--- src/ssm_pkg.sv ---
// Purpose: shared constants of the synchronous serial master port
// Assumes: classic wishbone slave, 8-bit registers in the low lane
// Notes:   register offsets are byte addresses, one word each

package ssm_pkg;
  // ---------------------------------------------------------------
  // register map
  // ---------------------------------------------------------------
  localparam int         ADR_W         = 5;
  localparam logic [4:0] OFF_RCV_STAT  = 5'h00;
  localparam logic [4:0] OFF_TX_HOLD   = 5'h04;
  localparam logic [4:0] OFF_TX_STAT   = 5'h08;
  localparam logic [4:0] OFF_BAUD_POL  = 5'h0c;
  localparam logic [4:0] OFF_DIV_HI    = 5'h10;
  localparam logic [4:0] OFF_DIV_LO    = 5'h14;
  localparam logic [4:0] OFF_RX_FIFO   = 5'h18;
  localparam logic [4:0] OFF_FLAGS     = 5'h1c;
  // ---------------------------------------------------------------
  // field positions
  // ---------------------------------------------------------------
  localparam int RCV_PORT_EN    = 7;
  localparam int RCV_NINE       = 6;
  localparam int RCV_SINGLE     = 5;
  localparam int RCV_CONT       = 4;
  localparam int RCV_OVERRUN    = 1;
  localparam int RCV_NINTH      = 0;
  localparam int TX_CLK_MASTER  = 7;
  localparam int TX_NINE        = 6;
  localparam int TX_ENABLE      = 5;
  localparam int TX_SYNC_MODE   = 4;
  localparam int TX_HIGH_SPEED  = 2;
  localparam int TX_SHIFT_IDLE  = 1;
  localparam int TX_NINTH       = 0;
  localparam int BP_DATA_INV    = 5;
  localparam int BP_CLK_IDLE    = 4;
  localparam int BP_WIDE_DIV    = 3;
  localparam int FL_RX_PENDING  = 1;
  localparam int FL_TX_EMPTY    = 0;
  // ---------------------------------------------------------------
  // reset values and counts
  // ---------------------------------------------------------------
  localparam logic [7:0] RST_RCV_STAT  = 8'h00;
  localparam logic [7:0] RST_TX_STAT   = 8'h00;
  localparam logic [7:0] RST_BAUD_POL  = 8'h00;
  localparam logic [7:0] RST_DIV       = 8'h00;
  localparam logic [5:0] PRE_HALF_SLOW = 6'h20;
  localparam logic [5:0] PRE_HALF_MID  = 6'h08;
  localparam logic [5:0] PRE_HALF_FAST = 6'h02;
  localparam logic [3:0] CHAR_BITS_STD = 4'h8;
  localparam logic [3:0] CHAR_BITS_9   = 4'h9;
  localparam int         FIFO_DEPTH    = 2;
endpackage : ssm_pkg

--- src/ssm_brg.sv ---
// Purpose: divider that paces the master shift clock in half periods
// Assumes: run_i low holds the divider at its start
// Notes:   half period is prescale times (divisor plus one) clocks
`timescale 1ns/1ps
`default_nettype none

module ssm_brg #(
  parameter int DIV_W = 16
) (
  input  wire logic             clk_i,
  input  wire logic             rst_i,
  input  wire logic             run_i,
  input  wire logic             baud_wide_divisor_select_i,
  input  wire logic             baud_high_speed_select_i,
  input  wire logic [DIV_W-1:0] div_i,
  output logic                  half_tick_o
);
  import ssm_pkg::*;

  logic [5:0]       pre_lim;
  logic [5:0]       pre_q;
  logic [DIV_W-1:0] div_q;
  logic [DIV_W-1:0] div_lim;
  logic             pre_wrap;

  always_comb begin
    case ({baud_wide_divisor_select_i, baud_high_speed_select_i})
      2'b00:   pre_lim = PRE_HALF_SLOW;
      2'b11:   pre_lim = PRE_HALF_FAST;
      default: pre_lim = PRE_HALF_MID;
    endcase
  end

  // narrow divisor uses only the low byte
  assign div_lim  = baud_wide_divisor_select_i ? div_i : {{(DIV_W-8){1'b0}}, div_i[7:0]};
  assign pre_wrap = (pre_q == pre_lim - 6'h01);

  always_ff @(posedge clk_i) begin
    if (rst_i || !run_i) begin
      pre_q <= 6'h00;
      div_q <= '0;
    end else if (pre_wrap) begin
      pre_q <= 6'h00;
      div_q <= (div_q == div_lim) ? '0 : div_q + 1'b1;
    end else begin
      pre_q <= pre_q + 6'h01;
    end
  end

  assign half_tick_o = run_i && pre_wrap && (div_q == div_lim);
endmodule : ssm_brg

`default_nettype wire

--- src/ssm_port.sv ---
// Purpose: synchronous half-duplex serial port, master and slave clocking
// Assumes: classic wishbone, one word per register, data in low byte
// Notes:   pins are sampled through two flops; slave clock edges are
//          found by oversampling, so the link must be much slower
`timescale 1ns/1ps
`default_nettype none

module ssm_port #(
  parameter int DIV_W = 16
) (
  input  wire logic                      clk_i,
  input  wire logic                      rst_i,
  input  wire logic                      wb_cyc_i,
  input  wire logic                      wb_stb_i,
  input  wire logic                      wb_we_i,
  input  wire logic [ssm_pkg::ADR_W-1:0] wb_adr_i,
  input  wire logic [3:0]                wb_sel_i,
  input  wire logic [31:0]               wb_dat_i,
  output logic      [31:0]               wb_dat_o,
  output logic                           wb_ack_o,
  input  wire logic                      ck_line_i,
  output logic                           ck_line_o,
  output logic                           ck_line_oe_o,
  input  wire logic                      dt_line_i,
  output logic                           dt_line_o,
  output logic                           dt_line_oe_o
);
  import ssm_pkg::*;

  localparam int CNT_W = $clog2(FIFO_DEPTH + 1);
  localparam int PTR_W = (FIFO_DEPTH > 1) ? $clog2(FIFO_DEPTH) : 1;

  function automatic logic hit(input logic [ADR_W-1:0] a, input logic [4:0] off);
    hit = (a == off);
  endfunction : hit

  // ---------------------------------------------------------------
  // register bus
  // ---------------------------------------------------------------
  logic       ack_q;
  logic       acc;
  logic       wr_lo;
  logic [7:0] wbyte;
  logic [31:0] rd_d;
  logic [31:0] rd_q;

  assign acc   = wb_cyc_i && wb_stb_i && !ack_q;
  assign wr_lo = acc && wb_we_i && wb_sel_i[0];
  assign wbyte = wb_dat_i[7:0];

  always_ff @(posedge clk_i) begin
    if (rst_i) ack_q <= 1'b0;
    else       ack_q <= acc;
  end

  // control bits
  logic port_en_q, rx_nine_q, srx_en_q, crx_en_q;
  logic clk_master_q, tx_nine_q, tx_en_q, sync_mode_q, high_speed_q, tx_ninth_q;
  logic data_inv_q, clk_idle_q, wide_div_q;
  logic [7:0] div_hi_q, div_lo_q;
  logic rx_done;

  always_ff @(posedge clk_i) begin
    if (rst_i) begin
      {port_en_q, rx_nine_q, srx_en_q, crx_en_q} <= RST_RCV_STAT[7:4];
    end else if (wr_lo && hit(wb_adr_i, OFF_RCV_STAT)) begin
      port_en_q <= wbyte[RCV_PORT_EN];
      rx_nine_q <= wbyte[RCV_NINE];
      srx_en_q  <= wbyte[RCV_SINGLE];
      crx_en_q  <= wbyte[RCV_CONT];
    end else if (rx_done && srx_en_q) begin
      srx_en_q  <= 1'b0;
    end
  end

  always_ff @(posedge clk_i) begin
    if (rst_i) begin
      {clk_master_q, tx_nine_q, tx_en_q, sync_mode_q} <= RST_TX_STAT[7:4];
      high_speed_q <= RST_TX_STAT[TX_HIGH_SPEED];
      tx_ninth_q   <= RST_TX_STAT[TX_NINTH];
    end else if (wr_lo && hit(wb_adr_i, OFF_TX_STAT)) begin
      clk_master_q <= wbyte[TX_CLK_MASTER];
      tx_nine_q    <= wbyte[TX_NINE];
      tx_en_q      <= wbyte[TX_ENABLE];
      sync_mode_q  <= wbyte[TX_SYNC_MODE];
      high_speed_q <= wbyte[TX_HIGH_SPEED];
      tx_ninth_q   <= wbyte[TX_NINTH];
    end
  end

  always_ff @(posedge clk_i) begin
    if (rst_i) begin
      data_inv_q <= RST_BAUD_POL[BP_DATA_INV];
      clk_idle_q <= RST_BAUD_POL[BP_CLK_IDLE];
      wide_div_q <= RST_BAUD_POL[BP_WIDE_DIV];
      div_hi_q   <= RST_DIV;
      div_lo_q   <= RST_DIV;
    end else if (wr_lo) begin
      if (hit(wb_adr_i, OFF_BAUD_POL)) begin
        data_inv_q <= wbyte[BP_DATA_INV];
        clk_idle_q <= wbyte[BP_CLK_IDLE];
        wide_div_q <= wbyte[BP_WIDE_DIV];
      end else if (hit(wb_adr_i, OFF_DIV_HI)) begin
        div_hi_q <= wbyte;
      end else if (hit(wb_adr_i, OFF_DIV_LO)) begin
        div_lo_q <= wbyte;
      end
    end
  end

  // ---------------------------------------------------------------
  // mode decode
  // ---------------------------------------------------------------
  logic port_on, master, tx_dir, tx_go, rx_run, overrun_error_flag_q;

  assign port_on = port_en_q && sync_mode_q;
  assign master  = port_on && clk_master_q;
  assign tx_dir  = !srx_en_q && !crx_en_q;
  assign tx_go   = port_on && tx_en_q && tx_dir;
  // overrun holds the receiver off until cleared
  assign rx_run  = port_on && !tx_dir && !overrun_error_flag_q;

  // ---------------------------------------------------------------
  // pin synchronisers and slave edge detect
  // ---------------------------------------------------------------
  logic ck_s1_q, ck_s2_q, ck_prev_q, dt_s1_q, dt_s2_q;

  always_ff @(posedge clk_i) begin
    if (rst_i) begin
      {ck_s1_q, ck_s2_q, ck_prev_q} <= 3'h0;
      {dt_s1_q, dt_s2_q}            <= 2'h0;
    end else begin
      ck_s1_q   <= ck_line_i;
      ck_s2_q   <= ck_s1_q;
      ck_prev_q <= ck_s2_q;
      dt_s1_q   <= dt_line_i;
      dt_s2_q   <= dt_s1_q;
    end
  end

  // ---------------------------------------------------------------
  // shift clock: master divider or slave edges
  // ---------------------------------------------------------------
  logic tx_busy_q, phase_q, half_tick, mst_run, lead_ev, trail_ev, sl_edge;

  assign mst_run = master && (tx_busy_q || rx_run);
  assign sl_edge = port_on && !clk_master_q && (ck_s2_q != ck_prev_q) && (tx_busy_q || rx_run);

  ssm_brg #(.DIV_W(DIV_W)) u_brg (
    .clk_i       (clk_i),
    .rst_i       (rst_i),
    .run_i       (mst_run),
    .baud_wide_divisor_select_i     (wide_div_q),
    .baud_high_speed_select_i      (high_speed_q),
    .div_i       (DIV_W'({div_hi_q, div_lo_q})),
    .half_tick_o (half_tick)
  );

  // clock returns to idle the cycle after the run condition drops
  always_ff @(posedge clk_i) begin
    if (rst_i || !mst_run) phase_q <= 1'b0;
    else if (half_tick)    phase_q <= !phase_q;
  end

  // slave relies on the far master pacing one clock per bit
  assign lead_ev  = master ? (half_tick && !phase_q) : (sl_edge && ck_s2_q != clk_idle_q);
  assign trail_ev = master ? (half_tick && phase_q) : (sl_edge && ck_s2_q == clk_idle_q);

  assign ck_line_o    = clk_idle_q ^ phase_q;
  assign ck_line_oe_o = master;

  // ---------------------------------------------------------------
  // bit counter shared by both directions
  // ---------------------------------------------------------------
  logic [3:0] bitcnt_q, char_bits;
  logic       last_bit;

  assign char_bits = (tx_busy_q ? tx_nine_q : rx_nine_q) ? CHAR_BITS_9 : CHAR_BITS_STD;
  assign last_bit  = trail_ev && (bitcnt_q == char_bits - 4'h1);

  // a dropped receive enable discards the partial character
  always_ff @(posedge clk_i) begin
    if (rst_i || !(tx_busy_q || rx_run)) bitcnt_q <= 4'h0;
    else if (last_bit)                   bitcnt_q <= 4'h0;
    else if (trail_ev)                   bitcnt_q <= bitcnt_q + 4'h1;
  end

  // ---------------------------------------------------------------
  // transmit path
  // ---------------------------------------------------------------
  logic [7:0] hold_q;
  logic       hold_ninth_q, hold_full_q, tx_load, hold_wr;
  logic [8:0] shift_tx_q;
  logic       dout_q;

  assign hold_wr = wr_lo && hit(wb_adr_i, OFF_TX_HOLD);
  assign tx_load = tx_go && hold_full_q && !tx_busy_q;

  always_ff @(posedge clk_i) begin
    if (rst_i || !port_en_q) begin
      hold_full_q  <= 1'b0;
      hold_q       <= 8'h00;
      hold_ninth_q <= 1'b0;
    end else if (hold_wr) begin
      hold_full_q  <= 1'b1;
      hold_q       <= wbyte;
      hold_ninth_q <= tx_ninth_q;
    end else if (tx_load) begin
      hold_full_q  <= 1'b0;
    end
  end

  always_ff @(posedge clk_i) begin
    if (rst_i || !port_en_q) begin
      tx_busy_q  <= 1'b0;
      shift_tx_q <= 9'h000;
    end else if (tx_load) begin
      tx_busy_q  <= 1'b1;
      shift_tx_q <= {hold_ninth_q, hold_q};
    end else if (tx_busy_q && trail_ev) begin
      shift_tx_q <= {1'b0, shift_tx_q[8:1]};
      if (last_bit) tx_busy_q <= 1'b0;
    end
  end

  always_ff @(posedge clk_i) begin
    if (rst_i)                      dout_q <= 1'b0;
    else if (tx_busy_q && lead_ev)  dout_q <= shift_tx_q[0];
  end

  assign dt_line_o    = dout_q ^ data_inv_q;
  assign dt_line_oe_o = tx_go;

  // ---------------------------------------------------------------
  // receive path and fifo
  // ---------------------------------------------------------------
  logic [8:0] shift_rx_q, shift_rx_d;
  logic       sample;
  logic [8:0] fifo_q [FIFO_DEPTH];
  logic [PTR_W-1:0] wr_ptr_q, rd_ptr_q;
  logic [CNT_W-1:0] count_q;
  logic       pop, push, ov_set, ovr_single_q;

  assign sample     = dt_s2_q ^ data_inv_q;
  assign shift_rx_d = rx_nine_q ? {sample, shift_rx_q[8:1]}
                                : {1'b0, sample, shift_rx_q[7:1]};
  assign rx_done    = rx_run && !tx_busy_q && last_bit;
  assign pop        = acc && !wb_we_i && hit(wb_adr_i, OFF_RX_FIFO) && (count_q != '0);
  assign push       = rx_done && ((count_q != CNT_W'(FIFO_DEPTH)) || pop);
  assign ov_set     = rx_done && !push;

  always_ff @(posedge clk_i) begin
    if (rst_i || !rx_run)            shift_rx_q <= 9'h000;
    else if (trail_ev && !tx_busy_q) shift_rx_q <= shift_rx_d;
  end

  always_ff @(posedge clk_i) begin
    if (push) fifo_q[wr_ptr_q] <= shift_rx_d;
  end

  always_ff @(posedge clk_i) begin
    if (rst_i || !port_en_q) begin
      wr_ptr_q <= '0;
      rd_ptr_q <= '0;
      count_q  <= '0;
    end else begin
      if (push) wr_ptr_q <= (wr_ptr_q == PTR_W'(FIFO_DEPTH-1)) ? '0 : wr_ptr_q + 1'b1;
      if (pop)  rd_ptr_q <= (rd_ptr_q == PTR_W'(FIFO_DEPTH-1)) ? '0 : rd_ptr_q + 1'b1;
      if (push && !pop)      count_q <= count_q + 1'b1;
      else if (pop && !push) count_q <= count_q - 1'b1;
    end
  end

  // the set wins over any clear arriving in the same cycle
  always_ff @(posedge clk_i) begin
    if (rst_i || !port_en_q) begin
      overrun_error_flag_q       <= 1'b0;
      ovr_single_q <= 1'b0;
    end else if (ov_set) begin
      overrun_error_flag_q       <= 1'b1;
      ovr_single_q <= !crx_en_q;
    end else if (overrun_error_flag_q && (ovr_single_q ? pop : !crx_en_q)) begin
      overrun_error_flag_q       <= 1'b0;
    end
  end

  // ---------------------------------------------------------------
  // read back
  // ---------------------------------------------------------------
  logic ninth_top;
  assign ninth_top = (count_q != '0) && fifo_q[rd_ptr_q][8];

  always_comb begin
    rd_d = 32'h0000_0000;
    if (hit(wb_adr_i, OFF_RCV_STAT)) begin
      rd_d[7:0] = {port_en_q, rx_nine_q, srx_en_q, crx_en_q, 2'b00, overrun_error_flag_q, ninth_top};
    end else if (hit(wb_adr_i, OFF_TX_STAT)) begin
      rd_d[7:0] = {clk_master_q, tx_nine_q, tx_en_q, sync_mode_q, 1'b0, high_speed_q,
                   !tx_busy_q, tx_ninth_q};
    end else if (hit(wb_adr_i, OFF_BAUD_POL)) begin
      rd_d[7:0] = {2'b00, data_inv_q, clk_idle_q, wide_div_q, 3'b000};
    end else if (hit(wb_adr_i, OFF_DIV_HI)) begin
      rd_d[7:0] = div_hi_q;
    end else if (hit(wb_adr_i, OFF_DIV_LO)) begin
      rd_d[7:0] = div_lo_q;
    end else if (hit(wb_adr_i, OFF_RX_FIFO)) begin
      rd_d[7:0] = (count_q != '0) ? fifo_q[rd_ptr_q][7:0] : 8'h00;
    end else if (hit(wb_adr_i, OFF_FLAGS)) begin
      rd_d[FL_RX_PENDING] = (count_q != '0);
      rd_d[FL_TX_EMPTY]   = !hold_full_q;
    end
  end

  always_ff @(posedge clk_i) begin
    if (rst_i)    rd_q <= 32'h0000_0000;
    else if (acc) rd_q <= wb_we_i ? 32'h0000_0000 : rd_d;
  end

  assign wb_dat_o = rd_q;
  assign wb_ack_o = ack_q;
endmodule : ssm_port

`default_nettype wire

--- config.mk ---
export PLATFORM = sky130hd
export DESIGN_NAME = ssm_port
export DESIGN_NICKNAME = d
export VERILOG_FILES = /design/src/ssm_pkg.sv /design/src/ssm_brg.sv /design/src/ssm_port.sv
export SDC_FILE = /design/constraint.sdc
export NUM_CORES = 1
export LEC_CHECK = 0
export BUFFER_PORTS_ARGS = -buffer_cell sky130_fd_sc_hd__clkbuf_2
export CAP_MARGIN = 20
export CORE_ASPECT_RATIO = 1.1
export CORE_MARGIN = 2
export CORE_UTILIZATION = 55
export DETAILED_ROUTE_END_ITERATION = 8
export GPL_TIMING_DRIVEN = 0
export PLACE_DENSITY = 0.79
export SYNTH_ARGS = -nofsm -noshare
export SYNTH_HDL_FRONTEND = slang
export SYNTH_SLANG_ARGS = --single-unit
--- constraint.sdc ---
create_clock -name clk_i -period 4.8 [get_ports clk_i]
set_input_delay 0.48 -clock clk_i [delete_from_list [all_inputs] [get_ports clk_i]]
set_output_delay 0.48 -clock clk_i [all_outputs]
set_load 0.02 [all_outputs]
# Yosys cells after proc, flatten, opt, wreduce, memory -nomap -nowiden
# Memory sizes are Yosys's and may differ from the RTL's. A register that Yosys moved wholly into a read port is not among the register bits.
# Cells that the tools add are included.
word_totals:
  in_bits: 48
  regBits: 130
  ramBits: 18
  n_memories: 1
  out_inout_bits: 37
  elab_cells: 185
classes:
  eq_ne: 15
  reduce_logical: 79
  addsub: 9
  muxes: 38
  n_bitwise: 5
memory_table:
  columns: ["memory", "words", "word_bits", "rd", "rd_ports_with_merged_regs", "wr", "line", "source"]
  rows:
  - ["fifo_q", 2, 9, 1, 1, 1, "ssm_port.sv:239", "logic [8:0] fifo_q [FIFO_DEPTH];"]
ops:
  columns: ["cell", "n"]
  rows:
  - ["8-bit 2-to-1 mux", 7]
  - ["1-bit logical AND", 42]
  - ["16-bit 2-to-1 mux", 2]
  - ["9-bit 2-to-1 mux", 3]
  - ["5-bit equality test, second input constant", 4]
  - ["1-bit 2-to-1 mux", 20]
  - ["16-bit by 1-bit adder with 16-bit output, second input constant", 1]
  - ["16-bit equality test", 1]
  - ["1-bit zero test", 16]
  - ["2-bit nonzero test", 7]
  - ["6-bit case mux with 2 select lines", 1]
  - ["5-bit by 4-bit equality test with 1-bit output, second input constant", 2]
  - ["2-bit 2-to-1 mux", 4]
  - ["6-bit by 1-bit adder with 6-bit output, second input constant", 1]
  - ["6-bit equality test", 1]
  - ["1-bit logical OR", 6]
  - ["6-bit 2-to-1 mux", 1]
  - ["6-bit by 1-bit subtractor with 6-bit output, second input constant", 1]
  - ["5-bit by 3-bit equality test with 1-bit output, second input constant", 1]
  - ["5-bit zero test", 1]
  - ["4-bit by 1-bit adder with 4-bit output, second input constant", 1]
  - ["4-bit equality test", 1]
  - ["2-bit AND reduction", 2]
  - ["4-bit AND reduction", 1]
  - ["other kinds (13)", 19]

# Depth between registers and ports, before layout
depth:
  word_depth: 18
  depth_mapped: 12
  depth_no_buf: 11

# Hierarchy
# From an unflattened synthesis, not the netlist that was laid out.
hier_totals:
  hier_cells: 686
  hier_area_um2: 6089.6
by_module_without_submodules:
  columns: ["module", "seq_area_each_um2", "instances", "cells_each", "area_per_inst_um2"]
  rows:
  - ["ssm_port", 2222.1, 1, 517, 4728.3]
  - ["ssm_brg", 440.4, 1, 169, 1361.3]

# Least setup slack after synthesis
# Ideal clock, no wire load.
synth_path:
  path_kind: "flip-flop to flip-flop"
  start: "register u_brg.div_q[0]"
  end: "memory fifo_q[1][0], enable pin"
  arrival_time_ns: 2.452
  path_buffers: 0
  setup_time_ns: 0.389
  synth_period_minus_slack_ns: 2.841
  path_slack_ns: 1.959
  t_required_ns: 4.411
  stages_incl_launch_ff: 8
  path_cell_list: "dfxtp_1 -> xor2_1 -> nor4_4 -> nand2_1 -> nor4_4 -> a41o_1 -> nand3_1 -> nor3b_1"
synth_between:
  elab_chain_len: 9
synth_lines:
  columns: ["element", "line", "source"]
  rows:
  - ["start: declaration", "ssm_brg.sv:22", "logic [DIV_W-1:0] div_q;"]
  - ["start signal: assignment", "ssm_brg.sv:44", "div_q <= (div_q == div_lim) ? '0 : div_q + 1'b1;"]
  - ["16-bit equality test", "ssm_brg.sv:50", "assign half_tick_o = run_i && pre_wrap && (div_q == div_lim);"]
  - ["1-bit logical AND", "ssm_brg.sv:50", null]
  - ["1-bit logical AND", "ssm_port.sv:167", "assign trail_ev = master ? (half_tick && phase_q) : (sl_edge && ck_s2_q == clk_idle_q);"]
  - ["1-bit 2-to-1 mux", "ssm_port.sv:167", null]
  - ["1-bit logical AND", "ssm_port.sv:179", "assign last_bit = trail_ev && (bitcnt_q == char_bits - 4'h1);"]
  - ["1-bit logical AND", "ssm_port.sv:247", "assign rx_done = rx_run && !tx_busy_q && last_bit;"]
  - ["1-bit logical AND", "ssm_port.sv:249", "assign push = rx_done && ((count_q != CNT_W'(FIFO_DEPTH)) || pop);"]
  - ["1-bit 2-to-1 mux", "ssm_port.sv:258", "if (push) fifo_q[wr_ptr_q] <= shift_rx_d;"]
  - ["1-bit 2-to-1 mux (not written as such)", "ssm_port.sv:258", null]
  - ["end: declaration", "ssm_port.sv:239", null]
# Every way passes these cells.

# Final worst setup path
layout_path:
  start: "register u_brg.div_q[5]"
  end: "memory fifo_q[1][6], enable pin"
# Same word-level chain as after synthesis.

==> results.json <==
{
  "status": "complete, no violations",
  "routedWlPerCell_um": 16.8,
  "finalSetupViolations": 0,
  "cts_max_level": 4,
  "fp.dieH_um": 112,
  "p_per_area_mw_per_mm2": 377,
  "syn-cell-area_mm2": 0.00586,
  "crit_slowest_cell": "nor3b_1",
  "hp-class": "in -> reg",
  "required_ns": 4.93,
  "dpl.hpwl_mm": 10.7,
  "path_delay_family": "simple AND/OR/NAND/NOR gates",
  "n_antenna_cell": 0,
  "yosysSeqAreaShare_pct": 45.5,
  "cts_post_setup_buffers_inserted": 0,
  "grt_pass1_vias": 4621,
  "grt_max_degree": 17,
  "path_max_fanout": 6,
  "vias": 4826,
  "final_cell_mix": "106 x dfxtp_1, 104 x nor2_1, 58 x mux2i_1",
  "cts.reportedPaths.clkPinSlew_ns": 0.05,
  "grt_busiest_layer": "met2",
  "ys_warn_count": 0,
  "layout.cells.non_filler": 866,
  "gr-usage-met3_pct": 6.60,
  "yosysUniqueCellTypes": 62,
  "pre_cts_slack_ns": 1.45,
  "yosysTopAreaCellShare_pct": 36.2,
  "fin_nets": 762,
  "cts_root_buf": "clkbuf_16",
  "start_util_pct": 56.4,
  "avgSynthCellArea_um2": 9.22,
  "synth-seq-cells": 124,
  "synth_area_leaders": "dfxtp_1 36%, mux2i_1 9.9%, edfxtp_1 9.2%, nor2_1 6.7%, xor2_1 4.0%",
  "grt_use_total_pct": 26.2,
  "io_buffers": 32,
  "cts_num_sinks": 124,
  "synth_top_area_cell": "dfxtp_1",
  "cts_buffers": 17,
  "routed_wl_mm": 14.5,
  "synth-edff-count": 18,
  "worst-path-buf-inv": 1,
  "final_common_cell": "dfxtp_1",
  "place_congestion": 0.924,
  "drt_iter0_drc": 327,
  "cts_resized": 0,
  "finalCriticalPeriod_ns": 3.43,
  "cp_slowest_stage_delay_ns": 0.71,
  "design.die.area_mm2": 0.0115,
  "areaGrowthSynthToFinish_pct": 18.9,
  "async_flop_share_pct": 0,
  "crit_arrival_ns": 3.56,
  "vias_per_cell": 5.57,
  "p_leak_uw": 0.00263,
  "drc": 0,
  "fin_crit_sh_pct": 71.4,
  "worstPathCellList": "xor2_1 > nor4_2 > nand2_1 > nor4_4 > a41o_1 > nand3_1 > nor3b_1 > buf_4",
  "cp-end-kind": "register",
  "cts_tree": "done",
  "maxSlewHeadroom_pct": 46.2,
  "placedCellCount": 834,
  "ir_drop_mv": 0.379,
  "final-hold-violation-count": 0,
  "fillers": 861,
  "report.final.slew_viol_count": 0,
  "synth_ff_type": "dfxtp_1",
  "grt_pass1_wl_mm": 23.1,
  "grtUsageMet1_pct": 32.0,
  "dr.pass1.iters": 5,
  "tightest_slew_ns": 0.805,
  "cts_hold_buf": 0,
  "antenna_left": 0,
  "timing.hold.ws_ns": 0.268,
  "synthCells": 635,
  "clock_path_buffers": 2,
  "skew_ns": 0.0127,
  "gr-usage-met2_pct": 42.3,
  "drive_gt1_share_pct": 14.1,
  "fp-row-count": 39,
  "setup_ws_ns": 1.37,
  "fmax_ghz": 0.292,
  "gr-total-overflow": 0,
  "drv_cap": 0,
  "finalSetupTns_ns": 0,
  "rsz0062_at_grt": "no",
  "crit_type": "reg -> reg",
  "insertion_delay_ns": 0.43,
  "die_w_um": 102,
  "core_mm2": 0.0104,
  "antenna_found_initial": 0,
  "cp-start-kind": "register",
  "pin_count": 85
}
[Yosys cell counts, types with 15 or more instances]
master / instances
dfxtp_1: 106
nand3_1: 16
buf_4: 24
nor2_1: 104
nand2_1: 44
o21ai_0: 31
mux2i_1: 58
inv_1: 15
a21oi_1: 29
edfxtp_1: 18
clkbuf_1: 23
xor2_1: 27
[routing by layer]
layer / wire length (µm) / up-vias
met5: 0 / -
met4: 743 / 0
met3: 740 / 54
met2: 7030 / 156
met1: 6010 / 2273
li1: - / 2343
[worst register-to-register path: stages (launching register included)]
cell and delay, ns:
dfxtp_1 0.49, xor2_1 0.14, nor4_2 0.25, nand2_1 0.13, nor4_4 0.49, a41o_1 0.45
nand3_1 0.21, nor3b_1 0.71, buf_4 0.27
[through the flow]
stage	power (µW)	utilization [%]	cell area [µm²]
floorplan	1130	-	5940
global placement	1160	60.4	6280
detailed placement	1160	60.5	6290
CTS	2630	67.0	6970
global route	2690	67.0	6970
finish	2630	67.0	6970
[cell families (layout without fill, tap and decap cells)]
kind of cell             count (synthesis)  count (layout)  synth area share, %
AND/OR/NAND/NOR                        229             229                 19.3
flip-flops                             124             124                 45.5
AO/OA/AOI/OAI                          108             108                 11.8
buffers and inverters                   68             133                 5.98
multiplexers                            63              63                 10.9
XOR/XNOR                                38              38                 5.68
adder cells (fa/ha/maj)                  4               4                0.855
other                                    1              24               0.0640
[area by class of cell]
class	instances	area, µm²	area share (%)
clock buffer	18	429	6.16
tap	143	179	2.57
multi-input combinational	466	2930	42.1
timing repair buffer	33	168	2.41
buffer	52	290	4.17
sequential	124	2660	38.2
clock inverter	14	248	3.56
inverter	16	60.1	0.862
[path summary, 6_finish.rpt]
path | slack [ns] | to | startpoint | cells after the start
hold reg to reg | 0.44 | ck_s2_q$_SDFF_PP0_ | ck_s1_q$_SDFF_PP0_ | 1
setup reg to reg | 1.37 | fifo_q[1][6]$_DFFE_PP_ | u_brg.div_q[5]$_SDFFE_PP0N_ | 8
setup / recovery | 1.37 | fifo_q[1][6]$_DFFE_PP_ | u_brg.div_q[5]$_SDFFE_PP0N_ | 8
hold / removal | 0.27 | dt_s1_q$_SDFF_PP0_ | dt_line_i | 2
[state kept, by name, indices dropped and copies added, names as in the netlist, 2 cells and up, named ones only]
name	cells
bitcnt_q	4
count_q	2
div_hi_q	8
div_lo_q	8
fifo_q	18
hold_q	8
shift_rx_q	8
shift_tx_q	9
u_brg.div_q	16
u_brg.pre_q	6
wb_dat_o	8
[report_power, final]
group | leakage (µW) | total (µW) | switching, µW | internal (µW)
combinational | 0.00127 | 86.0 | 56.8 | 29.2
sequential | 0.00105 | 1060 | 1.59 | 1050
clock | 0.000316 | 1480 | 468 | 1020
total | 0.00263 | 2630 | 526 | 2100
(Power assumes the default switching activity.)
